===== src/hw/gtas_pkg.sv =====
// Shared constants for the timing-output and alarm supervisor
package gtas_pkg;
    // Clock and time units
    localparam longint CLK_HZ = 100000000; // System clock rate
    localparam int CLK_PERIOD_NS = 10; // System clock period
    localparam int SEC_CYC = int'(CLK_HZ); // Cycles in one second
    localparam int PULSE_MS = 200; // Second pulse high time
    localparam int PULSE_CYC = PULSE_MS * 1000000 / CLK_PERIOD_NS;
    localparam int DELAY_STEP_NS = 100; // Delay resolution, 0.1 us
    localparam int DELAY_STEP_CYC = DELAY_STEP_NS / CLK_PERIOD_NS;
    localparam int DELAY_W = 24; // Holds 0..10,000,000 steps
    localparam int CNT_W = 27; // Cycle and second counters

    // Synthesised clock rates
    localparam longint F_1544K_HZ = 1544000;
    localparam longint F_9600_HZ = 9600;
    localparam longint F_300_HZ = 300;
    localparam longint LOW_PERIOD_US = 30000; // 33.33 Hz period
    localparam longint LOW_PULSE_US = 208; // 33.33 Hz high time
    localparam logic [31:0] NCO_INC_1544K = 32'((F_1544K_HZ << 32) / CLK_HZ);
    localparam logic [31:0] NCO_INC_9600 = 32'((F_9600_HZ << 32) / CLK_HZ);
    localparam logic [31:0] NCO_INC_300 = 32'((F_300_HZ << 32) / CLK_HZ);
    localparam logic [31:0] NCO_INC_33 = 32'((64'h1 << 32) / (LOW_PERIOD_US * CLK_HZ / 1000000));
    localparam logic [31:0] NCO_THR_HALF = 32'h8000_0000;
    localparam logic [31:0] NCO_THR_33 = 32'((LOW_PULSE_US << 32) / LOW_PERIOD_US);

    // Tracking timeout defaults in seconds, used when the limit input is zero
    localparam logic [CNT_W-1:0] AT1_DEFAULT_S = 27'h000_003C; // 1 minute
    localparam logic [CNT_W-1:0] AT2_DEFAULT_S = 27'h000_2328; // 2 h 30 min
    localparam logic [CNT_W-1:0] AT3_DEFAULT_S = 27'h027_8D00; // 30 days

    // Alarm status word layout
    localparam int ST_W = 16;
    localparam int ST_FREQ_ERR = 0;
    localparam int ST_AT2 = 1;
    localparam int ST_AT3 = 2;
    localparam int ST_CPU_FAULT = 3;
    localparam int ST_TEST_MODE = 4;
    localparam int ST_FREE_RUN = 5;
    localparam int ST_SHORT_GATE = 6;
    localparam int ST_OUT_FAULT = 7;
    localparam int ST_OSC_ADJ = 8;
    localparam int ST_AT1 = 9;
    localparam int ST_BATTERY = 10;
    localparam int ST_OFFSET = 11;
    localparam int ST_MAJOR = 12;
    localparam int ST_MINOR = 13;
    localparam int ST_TRACKING = 14;
    localparam int ST_DISCIPLINED = 15;
endpackage


===== src/hw/gtas_nco.sv =====
// Phase-accumulator clock generator, restartable at the second mark
`timescale 1ns/1ps
module gtas_nco (
    input wire logic clk_in,
    input wire logic rst_n_in,
    input wire logic sync_in,
    input wire logic [31:0] inc_in,
    input wire logic [31:0] thr_in,
    output logic wave_out
);
    logic [31:0] acc_q; // Phase accumulator
    logic [31:0] acc_d; // Next phase, wraps by design
    logic wave_q; // Registered output level

    // Phase below threshold means high; restart puts a leading edge on the mark
    assign acc_d = acc_q + inc_in;
    assign wave_out = wave_q;

    // Accumulate; sync zeroes phase so the rising edge is pinned to the mark
    always_ff @(posedge clk_in or negedge rst_n_in) begin
        if (!rst_n_in) begin
            acc_q <= 32'h0000_0000;
            wave_q <= 1'b0;
        end else if (sync_in) begin
            acc_q <= 32'h0000_0000;
            wave_q <= 1'b1;
        end else begin
            acc_q <= acc_d;
            wave_q <= (acc_d < thr_in);
        end
    end
endmodule


===== src/hw/gtas_top.sv =====
// Timing outputs and alarm supervisor: pulses, clocks, timeouts, lamps, relays
`timescale 1ns/1ps
module gtas_top
    import gtas_pkg::*;
#(
    parameter int SEC_CYCLES = SEC_CYC, // Shorten in simulation
    parameter int PULSE_CYCLES = PULSE_CYC // Shorten in simulation
) (
    input wire logic clk_in,
    input wire logic resetn_in,
    input wire logic rx_second_mark_in,
    input wire logic rx_tracking_in,
    input wire logic osc_disciplined_in,
    input wire logic [DELAY_W-1:0] fp_delay_in,
    input wire logic [DELAY_W-1:0] dclk_delay_in,
    input wire logic dclk_low_rate_sel_in,
    input wire logic [CNT_W-1:0] first_tracking_timeout_limit_in,
    input wire logic [CNT_W-1:0] second_tracking_timeout_limit_in,
    input wire logic [CNT_W-1:0] third_tracking_timeout_limit_in,
    input wire logic freq_error_in,
    input wire logic cpu_fault_in,
    input wire logic test_mode_in,
    input wire logic free_run_in,
    input wire logic short_gate_in,
    input wire logic [3:0] output_missing_in,
    input wire logic osc_near_limit_in,
    input wire logic battery_fail_in,
    input wire logic offset_new_in,
    input wire logic offset_settled_in,
    input wire logic suppress_en_in,
    output logic fp_second_pulse_out,
    output logic clk_1544k_out,
    output logic dclk_second_pulse_out,
    output logic dclk_9600_out,
    output logic dclk_low_rate_out,
    output logic dclk_at1_out,
    output logic dclk_at1_oen_out,
    output logic dclk_at2_out,
    output logic dclk_at2_oen_out,
    output logic t1544_at1_relay_out,
    output logic satellite_tracking_lamp_out,
    output logic oscillator_locked_lamp_out,
    output logic major_lamp_out,
    output logic minor_lamp_out,
    output logic major_relay_out,
    output logic minor_relay_out,
    output logic at1_relay_out,
    output logic at2_relay_out,
    output logic at3_relay_out,
    output logic [3:0] freq_out_en_out,
    output logic [ST_W-1:0] alarm_status_out
);
    localparam logic [CNT_W-1:0] SEC_LAST = CNT_W'(SEC_CYCLES - 1); // Wrap point
    localparam logic [CNT_W-1:0] WIDTH_LAST = CNT_W'(PULSE_CYCLES - 1); // Pulse end
    localparam logic [CNT_W-1:0] SEC_LIMIT = CNT_W'(SEC_CYCLES); // Delay ceiling

    // Reset synchroniser; only the second stage is used downstream
    logic rst_meta_q;
    logic rst_n;
    always_ff @(posedge clk_in or negedge resetn_in) begin
        if (!resetn_in) begin
            rst_meta_q <= 1'b0;
            rst_n <= 1'b0;
        end else begin
            rst_meta_q <= 1'b1;
            rst_n <= rst_meta_q;
        end
    end

    // Delay steps to cycles; a full second folds onto the next mark
    function automatic logic [CNT_W-1:0] delay_cycles(input logic [DELAY_W-1:0] steps);
        logic [CNT_W-1:0] cyc;
        cyc = CNT_W'(steps) * CNT_W'(DELAY_STEP_CYC);
        return (cyc >= SEC_LIMIT) ? '0 : cyc;
    endfunction

    // Cycles since the last receiver mark; free-runs while the mark is absent
    logic [CNT_W-1:0] sec_cnt_q;
    logic sec_wrap; // Internal second boundary
    logic sec_tick; // One tick per second for timeouts
    logic sec_start; // First cycle of a new second
    assign sec_wrap = (sec_cnt_q == SEC_LAST);
    assign sec_tick = rx_second_mark_in | sec_wrap;
    assign sec_start = (sec_cnt_q == '0);

    // Counter restarts on the mark so phase follows the receiver
    always_ff @(posedge clk_in or negedge rst_n) begin
        if (!rst_n) begin
            sec_cnt_q <= '0;
        end else if (sec_tick) begin
            sec_cnt_q <= '0;
        end else begin
            sec_cnt_q <= sec_cnt_q + 1'b1;
        end
    end

    // Two delayed second pulses: index 0 front panel, index 1 data clock
    logic [CNT_W-1:0] dly_cyc [2]; // Programmed delay in cycles
    logic [CNT_W-1:0] width_cnt_q [2]; // High-time counter
    logic [1:0] pulse_q; // Registered pulse levels
    logic [1:0] pulse_fire; // Delay point reached this cycle
    assign dly_cyc[0] = delay_cycles(fp_delay_in);
    assign dly_cyc[1] = delay_cycles(dclk_delay_in);

    genvar g;
    generate
        for (g = 0; g < 2; g++) begin : g_pulse
            // Fire when cycles since the mark equal the delay; zero delay is 2 cycles late
            assign pulse_fire[g] = (sec_cnt_q == dly_cyc[g]);
            always_ff @(posedge clk_in or negedge rst_n) begin
                if (!rst_n) begin
                    pulse_q[g] <= 1'b0;
                    width_cnt_q[g] <= '0;
                end else if (pulse_fire[g] && !pulse_q[g]) begin
                    pulse_q[g] <= 1'b1;
                    width_cnt_q[g] <= '0;
                end else if (pulse_q[g]) begin
                    // 200 ms high, which is also the 20 percent data duty
                    pulse_q[g] <= (width_cnt_q[g] != WIDTH_LAST);
                    width_cnt_q[g] <= width_cnt_q[g] + 1'b1;
                end
            end
        end
    endgenerate
    assign fp_second_pulse_out = pulse_q[0];
    assign dclk_second_pulse_out = pulse_q[1];

    // Synthesised clocks; data clocks restart on each second boundary
    logic [31:0] low_inc; // 300 Hz or 33.33 Hz rate
    logic [31:0] low_thr; // Half duty or 208 us pulse
    assign low_inc = dclk_low_rate_sel_in ? NCO_INC_33 : NCO_INC_300;
    assign low_thr = dclk_low_rate_sel_in ? NCO_THR_33 : NCO_THR_HALF;

    // Free-running: duty is 32 or 33 of about 64.8 cycles, inside 48-52 percent
    gtas_nco u_nco_1544k (
        .clk_in(clk_in),
        .rst_n_in(rst_n),
        .sync_in(1'b0),
        .inc_in(NCO_INC_1544K),
        .thr_in(NCO_THR_HALF),
        .wave_out(clk_1544k_out)
    );
    gtas_nco u_nco_9600 (
        .clk_in(clk_in),
        .rst_n_in(rst_n),
        .sync_in(sec_start),
        .inc_in(NCO_INC_9600),
        .thr_in(NCO_THR_HALF),
        .wave_out(dclk_9600_out)
    );
    gtas_nco u_nco_low (
        .clk_in(clk_in),
        .rst_n_in(rst_n),
        .sync_in(sec_start),
        .inc_in(low_inc),
        .thr_in(low_thr),
        .wave_out(dclk_low_rate_out)
    );

    // Tracking timeouts; a zero limit selects the factory default
    logic [CNT_W-1:0] at_lim_in [3]; // Limits from the controller
    logic [CNT_W-1:0] at_dflt [3]; // Factory defaults
    logic [CNT_W-1:0] at_cnt_q [3]; // Seconds without a satellite
    logic [2:0] at_q; // Expired flags
    assign at_lim_in[0] = first_tracking_timeout_limit_in;
    assign at_lim_in[1] = second_tracking_timeout_limit_in;
    assign at_lim_in[2] = third_tracking_timeout_limit_in;
    assign at_dflt[0] = AT1_DEFAULT_S;
    assign at_dflt[1] = AT2_DEFAULT_S;
    assign at_dflt[2] = AT3_DEFAULT_S;

    generate
        for (g = 0; g < 3; g++) begin : g_timeout
            logic [CNT_W-1:0] lim; // Effective limit
            assign lim = (at_lim_in[g] == '0) ? at_dflt[g] : at_lim_in[g];
            // Saturating second count, cleared while tracking
            always_ff @(posedge clk_in or negedge rst_n) begin
                if (!rst_n) begin
                    at_cnt_q[g] <= '0;
                    at_q[g] <= 1'b0;
                end else begin
                    if (rx_tracking_in) begin
                        at_cnt_q[g] <= '0;
                    end else if (sec_tick && (at_cnt_q[g] != '1)) begin
                        at_cnt_q[g] <= at_cnt_q[g] + 1'b1;
                    end
                    at_q[g] <= !rx_tracking_in && (at_cnt_q[g] >= lim);
                end
            end
        end
    endgenerate

    // Offset alarm: set by a new offset, cleared on correction; set wins
    logic offset_q;
    always_ff @(posedge clk_in or negedge rst_n) begin
        if (!rst_n) begin
            offset_q <= 1'b0;
        end else if (offset_new_in) begin
            offset_q <= 1'b1;
        end else if (offset_settled_in) begin
            offset_q <= 1'b0;
        end
    end

    // Fault classification, purely combinational so nothing latches
    logic major_cause;
    logic minor_cause;
    assign major_cause = freq_error_in | at_q[1] | at_q[2] | cpu_fault_in | test_mode_in
        | free_run_in | short_gate_in;
    assign minor_cause = (|output_missing_in) | osc_near_limit_in | at_q[0] | battery_fail_in
        | offset_q | test_mode_in;

    // Status word for the command-port logs
    logic [ST_W-1:0] status_d;
    always_comb begin
        status_d = '0;
        status_d[ST_FREQ_ERR] = freq_error_in;
        status_d[ST_AT2] = at_q[1];
        status_d[ST_AT3] = at_q[2];
        status_d[ST_CPU_FAULT] = cpu_fault_in;
        status_d[ST_TEST_MODE] = test_mode_in;
        status_d[ST_FREE_RUN] = free_run_in;
        status_d[ST_SHORT_GATE] = short_gate_in;
        status_d[ST_OUT_FAULT] = |output_missing_in;
        status_d[ST_OSC_ADJ] = osc_near_limit_in;
        status_d[ST_AT1] = at_q[0];
        status_d[ST_BATTERY] = battery_fail_in;
        status_d[ST_OFFSET] = offset_q;
        status_d[ST_MAJOR] = major_cause;
        status_d[ST_MINOR] = minor_cause;
        status_d[ST_TRACKING] = rx_tracking_in;
        status_d[ST_DISCIPLINED] = osc_disciplined_in;
    end

    // Registered lamps, relays and enables; all follow their causes each cycle
    logic major_q;
    logic minor_q;
    logic trk_lamp_q;
    logic lock_lamp_q;
    logic [2:0] at_relay_q;
    logic [1:0] at_oen_q; // Open-drain release for data-connector status
    logic od_level_q; // Level driven when enabled, always ground
    logic [3:0] fo_en_q;
    logic [ST_W-1:0] status_q;
    always_ff @(posedge clk_in or negedge rst_n) begin
        if (!rst_n) begin
            major_q <= 1'b0;
            minor_q <= 1'b0;
            trk_lamp_q <= 1'b0;
            lock_lamp_q <= 1'b0;
            at_relay_q <= 3'h0;
            at_oen_q <= 2'h0;
            od_level_q <= 1'b0;
            fo_en_q <= 4'hF;
            status_q <= '0;
        end else begin
            major_q <= major_cause;
            minor_q <= minor_cause;
            trk_lamp_q <= rx_tracking_in & ~at_q[0];
            lock_lamp_q <= osc_disciplined_in & ~at_q[1];
            at_relay_q <= at_q;
            at_oen_q <= at_q[1:0];
            od_level_q <= 1'b0;
            fo_en_q <= {4{~(suppress_en_in & major_cause)}};
            status_q <= status_d;
        end
    end
    assign major_lamp_out = major_q;
    assign major_relay_out = major_q;
    assign minor_lamp_out = minor_q;
    assign minor_relay_out = minor_q;
    assign satellite_tracking_lamp_out = trk_lamp_q;
    assign oscillator_locked_lamp_out = lock_lamp_q;
    assign at1_relay_out = at_relay_q[0];
    assign at2_relay_out = at_relay_q[1];
    assign at3_relay_out = at_relay_q[2];
    assign t1544_at1_relay_out = at_relay_q[0];
    assign dclk_at1_out = od_level_q;
    assign dclk_at2_out = od_level_q;
    assign dclk_at1_oen_out = at_oen_q[0];
    assign dclk_at2_oen_out = at_oen_q[1];
    assign freq_out_en_out = fo_en_q;
    assign alarm_status_out = status_q;

    logic [CNT_W-1:0] hi_cnt_q; // Front pulse high time, helper
    always_ff @(posedge clk_in or negedge rst_n) begin
        if (!rst_n) begin
            hi_cnt_q <= '0;
        end else begin
            hi_cnt_q <= pulse_q[0] ? hi_cnt_q + 1'b1 : '0;
        end
    end
endmodule


===== config.mk =====
export PLATFORM = sky130hd
export DESIGN_NAME = gtas_top
export DESIGN_NICKNAME = d
export VERILOG_FILES = /design/src/hw/gtas_pkg.sv /design/src/hw/gtas_nco.sv /design/src/hw/gtas_top.sv
export SDC_FILE = /design/constraint.sdc
export NUM_CORES = 1
export LEC_CHECK = 0
export BUFFER_PORTS_ARGS = -buffer_cell sky130_fd_sc_hd__clkbuf_2
export CORE_ASPECT_RATIO = 1.4
export CORE_MARGIN = 4
export CORE_UTILIZATION = 35
export CTS_CLUSTER_SIZE = 8
export DETAILED_ROUTE_END_ITERATION = 16
export GPL_TIMING_DRIVEN = 0
export HOLD_SLACK_MARGIN = 0.03
export PLACE_DENSITY = 0.53
export SLEW_MARGIN = 25
export SYNTH_ARGS = -nofsm -noshare
export SYNTH_HDL_FRONTEND = slang
export SYNTH_SLANG_ARGS = --single-unit

===== constraint.sdc =====
create_clock -name clk_in -period 13.56 [get_ports clk_in]
set_clock_uncertainty 0.05 [all_clocks]
set_input_delay 1.356 -clock clk_in [delete_from_list [all_inputs] [get_ports clk_in]]
set_output_delay 1.356 -clock clk_in [all_outputs]
set_load 0.03 [all_outputs]

==> results.toml <==
[timing]
rsz0062_at_grt = "no"
finalCritPeriodShare_pct = 42.0
tightest_slew_ns = 1.02
fin_ws_ns = 7.86
slew_violations = 0
fmax_mhz = 176
setup_violations = 0
slew_headroom_pct = 31.7
finalHoldViolCount = 0
setup_tns_ns = 0
hold_slack_ns = 0.297
fin_crit_ns = 5.70

[worst_setup_path]
slowest_stage = "or3b_1"
crit_fanout = 10
worstPathCellList = "clkbuf_2 -> ha_1 -> ha_1 -> fa_1 -> a21o_1 -> a221o_1 -> a41o_1 -> nor2_2 -> xor2_1 -> or3b_1 -> o221ai_2 -> a21oi_1 -> a2111oi_4 -> nand4_4 -> nor3_4 -> buf_4 -> o21ai_1"
cp.required_ns = 13.93
crit_type = "input port to register"
cpPeakStageDelay_ns = 0.44
end_kind = "register"
cp.arrival_ns = 6.06
critPathLaunchType = "input port"
crit_top_cell = "ha_1"

[logic_synthesis]
synth.avg_cell_area_um2 = 8.74
syn-cell-area_mm2 = 0.0208
synth_edf_count = 0
ys.flop_type = "dfrtp_1"
yosysUniqueCellTypes = 98
seq_area_frac_synth_pct = 34.5
yosysWarningCount = 0
yosysTopAreaCell = "dfrtp_1"
ys_ff_latch = 286
async_flop_share_pct = 100
synth_top_area_share_pct = 34.4
syn_inst = 2376
synth.area.top_cells = "dfrtp_1, ha_1, nor2_1"

[final_layout]
nets = 2959
seqCellArea_mm2 = 0.00716
fin_cells = 3379
fillers = 5906
syn2layout_area_growth_pct = 15.6
stdcell_area_mm2 = 0.0240
drive_above_1_share_pct = 12.6
multi_input_area_mm2 = 0.0128

[routing]
drc = 0
vias_per_cell = 5.38
drt-total-wl_um = 55200
wire_per_inst_um = 16.3
drt_iter0_drc = 710
firstDrtPassIters = 5
antenna_left = 0
dr_total_vias = 18181

[floorplanning]
die_y_um = 296
die-area_mm2 = 0.0633
num_io_pins = 188
start_util_pct = 35.3
rows = 105
die_x_um = 214
placeableCoreArea_mm2 = 0.0587

[grt]
antenna_found_initial = 4
grt.overflow.total = 0
grtUsageTotal_pct = 17.4
grt_max_degree = 52
grt_first_pass_wirelength_um = 92100
grt_pass1_vias = 18632

[power]
power_switching_uw = 914
p_clk_share_pct = 35.9
internal-power_mw = 1.82
swShare_pct = 33.4
pwr-share-seq_pct = 37.5
combinationalPowerShare_pct = 26.6
p_per_area_mw_per_mm2 = 114
leakagePower_nw = 11.3
vdd_drop_max_mv = 0.0815

[cts]
clock_path_buffers = 3
cts.repair.resized = 0
numCtsBuffers = 42
cts_tree = "yes"
insertion_delay_ns = 0.57
htreeDepth = 2
cts_root_buffer = "clkbuf_16"
cts.sinks = 286
postCtsSetupBuffers = 0
hold_buffers = 0
cts.clk_slew.worst_paths_ns = 0.05

[placed_design]
io_buffers = 185
pre_cts_ws_ns = 7.31
hpwl_um = 42900
dp.cells = 3316
placed_cell_area_mm2 = 0.0228
gp_congestion = 0.867

[worst_hold_path]
hp-class = "register to async pin"

[outcome]
outcome = "finished clean"

[run]
maxCapViolations = 0
power by group through the flow:
stage | registers [mW] | clock network (mW) | logic (mW)
global placement | 1.05 | 0 | 0.692
global route | 1.04 | 1.06 | 0.826
CTS | 1.03 | 1.03 | 0.732
detailed placement | 1.04 | 0 | 0.725
floorplan | 1.04 | 0 | 0.528
finish | 1.03 | 0.984 | 0.727
through the flow:
stage | util [%] | power [mW]
after floorplan | - | 1.56
after global placement | 38.5 | 1.74
after detailed placement | 38.8 | 1.77
after CTS | 40.8 | 2.79
after global routing | 40.8 | 2.93
final | 40.9 | 2.74
per-layer routing:
layer / share of wire [%] / vias up / global-route usage (%)
li1: - / 9003 / -
met1: 42 / 8760 / 21.1
met2: 51 / 326 / 31.2
met3: 3.9 / 90 / 3.01
met4: 2.9 / 2 / 5.47
met5: 0.014 / - / 0
registers in the layout, indices dropped and copies added (netlist names):
register                     cells
offset_q                         1
freq_out_en_out                  1
satellite_tracking_lamp_out      1
rst_meta_q                       1
rst_n                            1
sec_cnt_q                       27
u_nco_9600.acc_q                30
u_nco_low.wave_out               1
fp_second_pulse_out              1
at_q                             3
u_nco_low.acc_q                 32
oscillator_locked_lamp_out       1
at_cnt_q                        81
width_cnt_q                     54
u_nco_1544k.acc_q               32
alarm_status_out                16
u_nco_1544k.wave_out             1
u_nco_9600.wave_out              1
dclk_second_pulse_out            1
kinds of logic (layout without fill, tap and decap cells):
kind of cell	count (synthesis)	after routing	share of synthesized area (%)
DFF	286	286	34.5
adders and majority gates	199	199	12.1
xor gates and xnor gates	209	209	8.82
and+or+nand+nor	978	978	23.6
other	2	6	0.0362
buffers and inverters	203	453	4.14
muxes	14	14	0.699
AOI/OAI and AO/OA	485	485	16.1
cells in the final DEF (no fill, tap or decap), types with 25 or more instances in the layout:
master	instances
o21a_1	27
inv_1	118
nand3_1	108
and3_1	44
nor2b_1	31
ha_1	196
and2_1	28
nand4_1	65
nor2_1	317
clkbuf_16	42
o21ai_0	100
nor4_1	36
nand2b_1	25
nand2_1	155
a21o_1	57
xor2_1	124
clkbuf_2	185
a21oi_1	90
xnor2_1	85
clkbuf_1	62
or3_1	31
dfrtp_1	284
nor3_1	59
cell type report:
| type | count | share of cell area [%] |
|---|---|---|
| multi-input cells | 1888 | 53.2 |
| flip-flops and latches | 286 | 29.9 |
| repair buffers | 190 | 4.43 |
| clock inverters | 5 | 0.376 |
| clock buffers | 55 | 4.63 |
| plain buffers | 85 | 1.73 |
| inverters | 118 | 1.85 |
| well taps | 749 | 3.91 |
| diodes | 3 | 0.0313 |
worst max-delay path, delay by kind of cell:
family | cells | cell delay [ns]
AO/OA/AOI/OAI | 7 | 2.00
AND/OR/NAND/NOR | 4 | 1.25
XOR/XNOR | 1 | 0.17
buffers and inverters | 2 | 0.36
adder cells (fa/ha/maj) | 3 | 0.92
path summary, 6_finish.rpt:
check / start / endpoint / slack (ns) / depth (start not counted)
min in group clk_in: rst_meta_q / rst_n / 0.30 / 0
min reg2reg: rst_n / u_nco_9600.acc_q[30] / 0.30 / 0
max: dclk_delay_in[1] / width_cnt_q[12] / 7.86 / 17
max reg2reg: sec_cnt_q[0] / at_cnt_q[24] / 8.67 / 12
max in group asynchronous: rst_n / width_cnt_q[14] / 11.86 / 3
min: rst_n / u_nco_9600.acc_q[30] / 0.30 / 0
Yosys cell counts (all sizes together), types with 39 or more instances:
master and n:
nor2 318, dfrtp 285, ha 196, nand2 157, xor2 124, o21ai 121, inv 118, nand3 108
a21oi 92, xnor2 85, nand4 67, nor3 61, a21o 57, clkbuf 50, and3 44, nor4 39
Power figures use the tool's default switching activity.
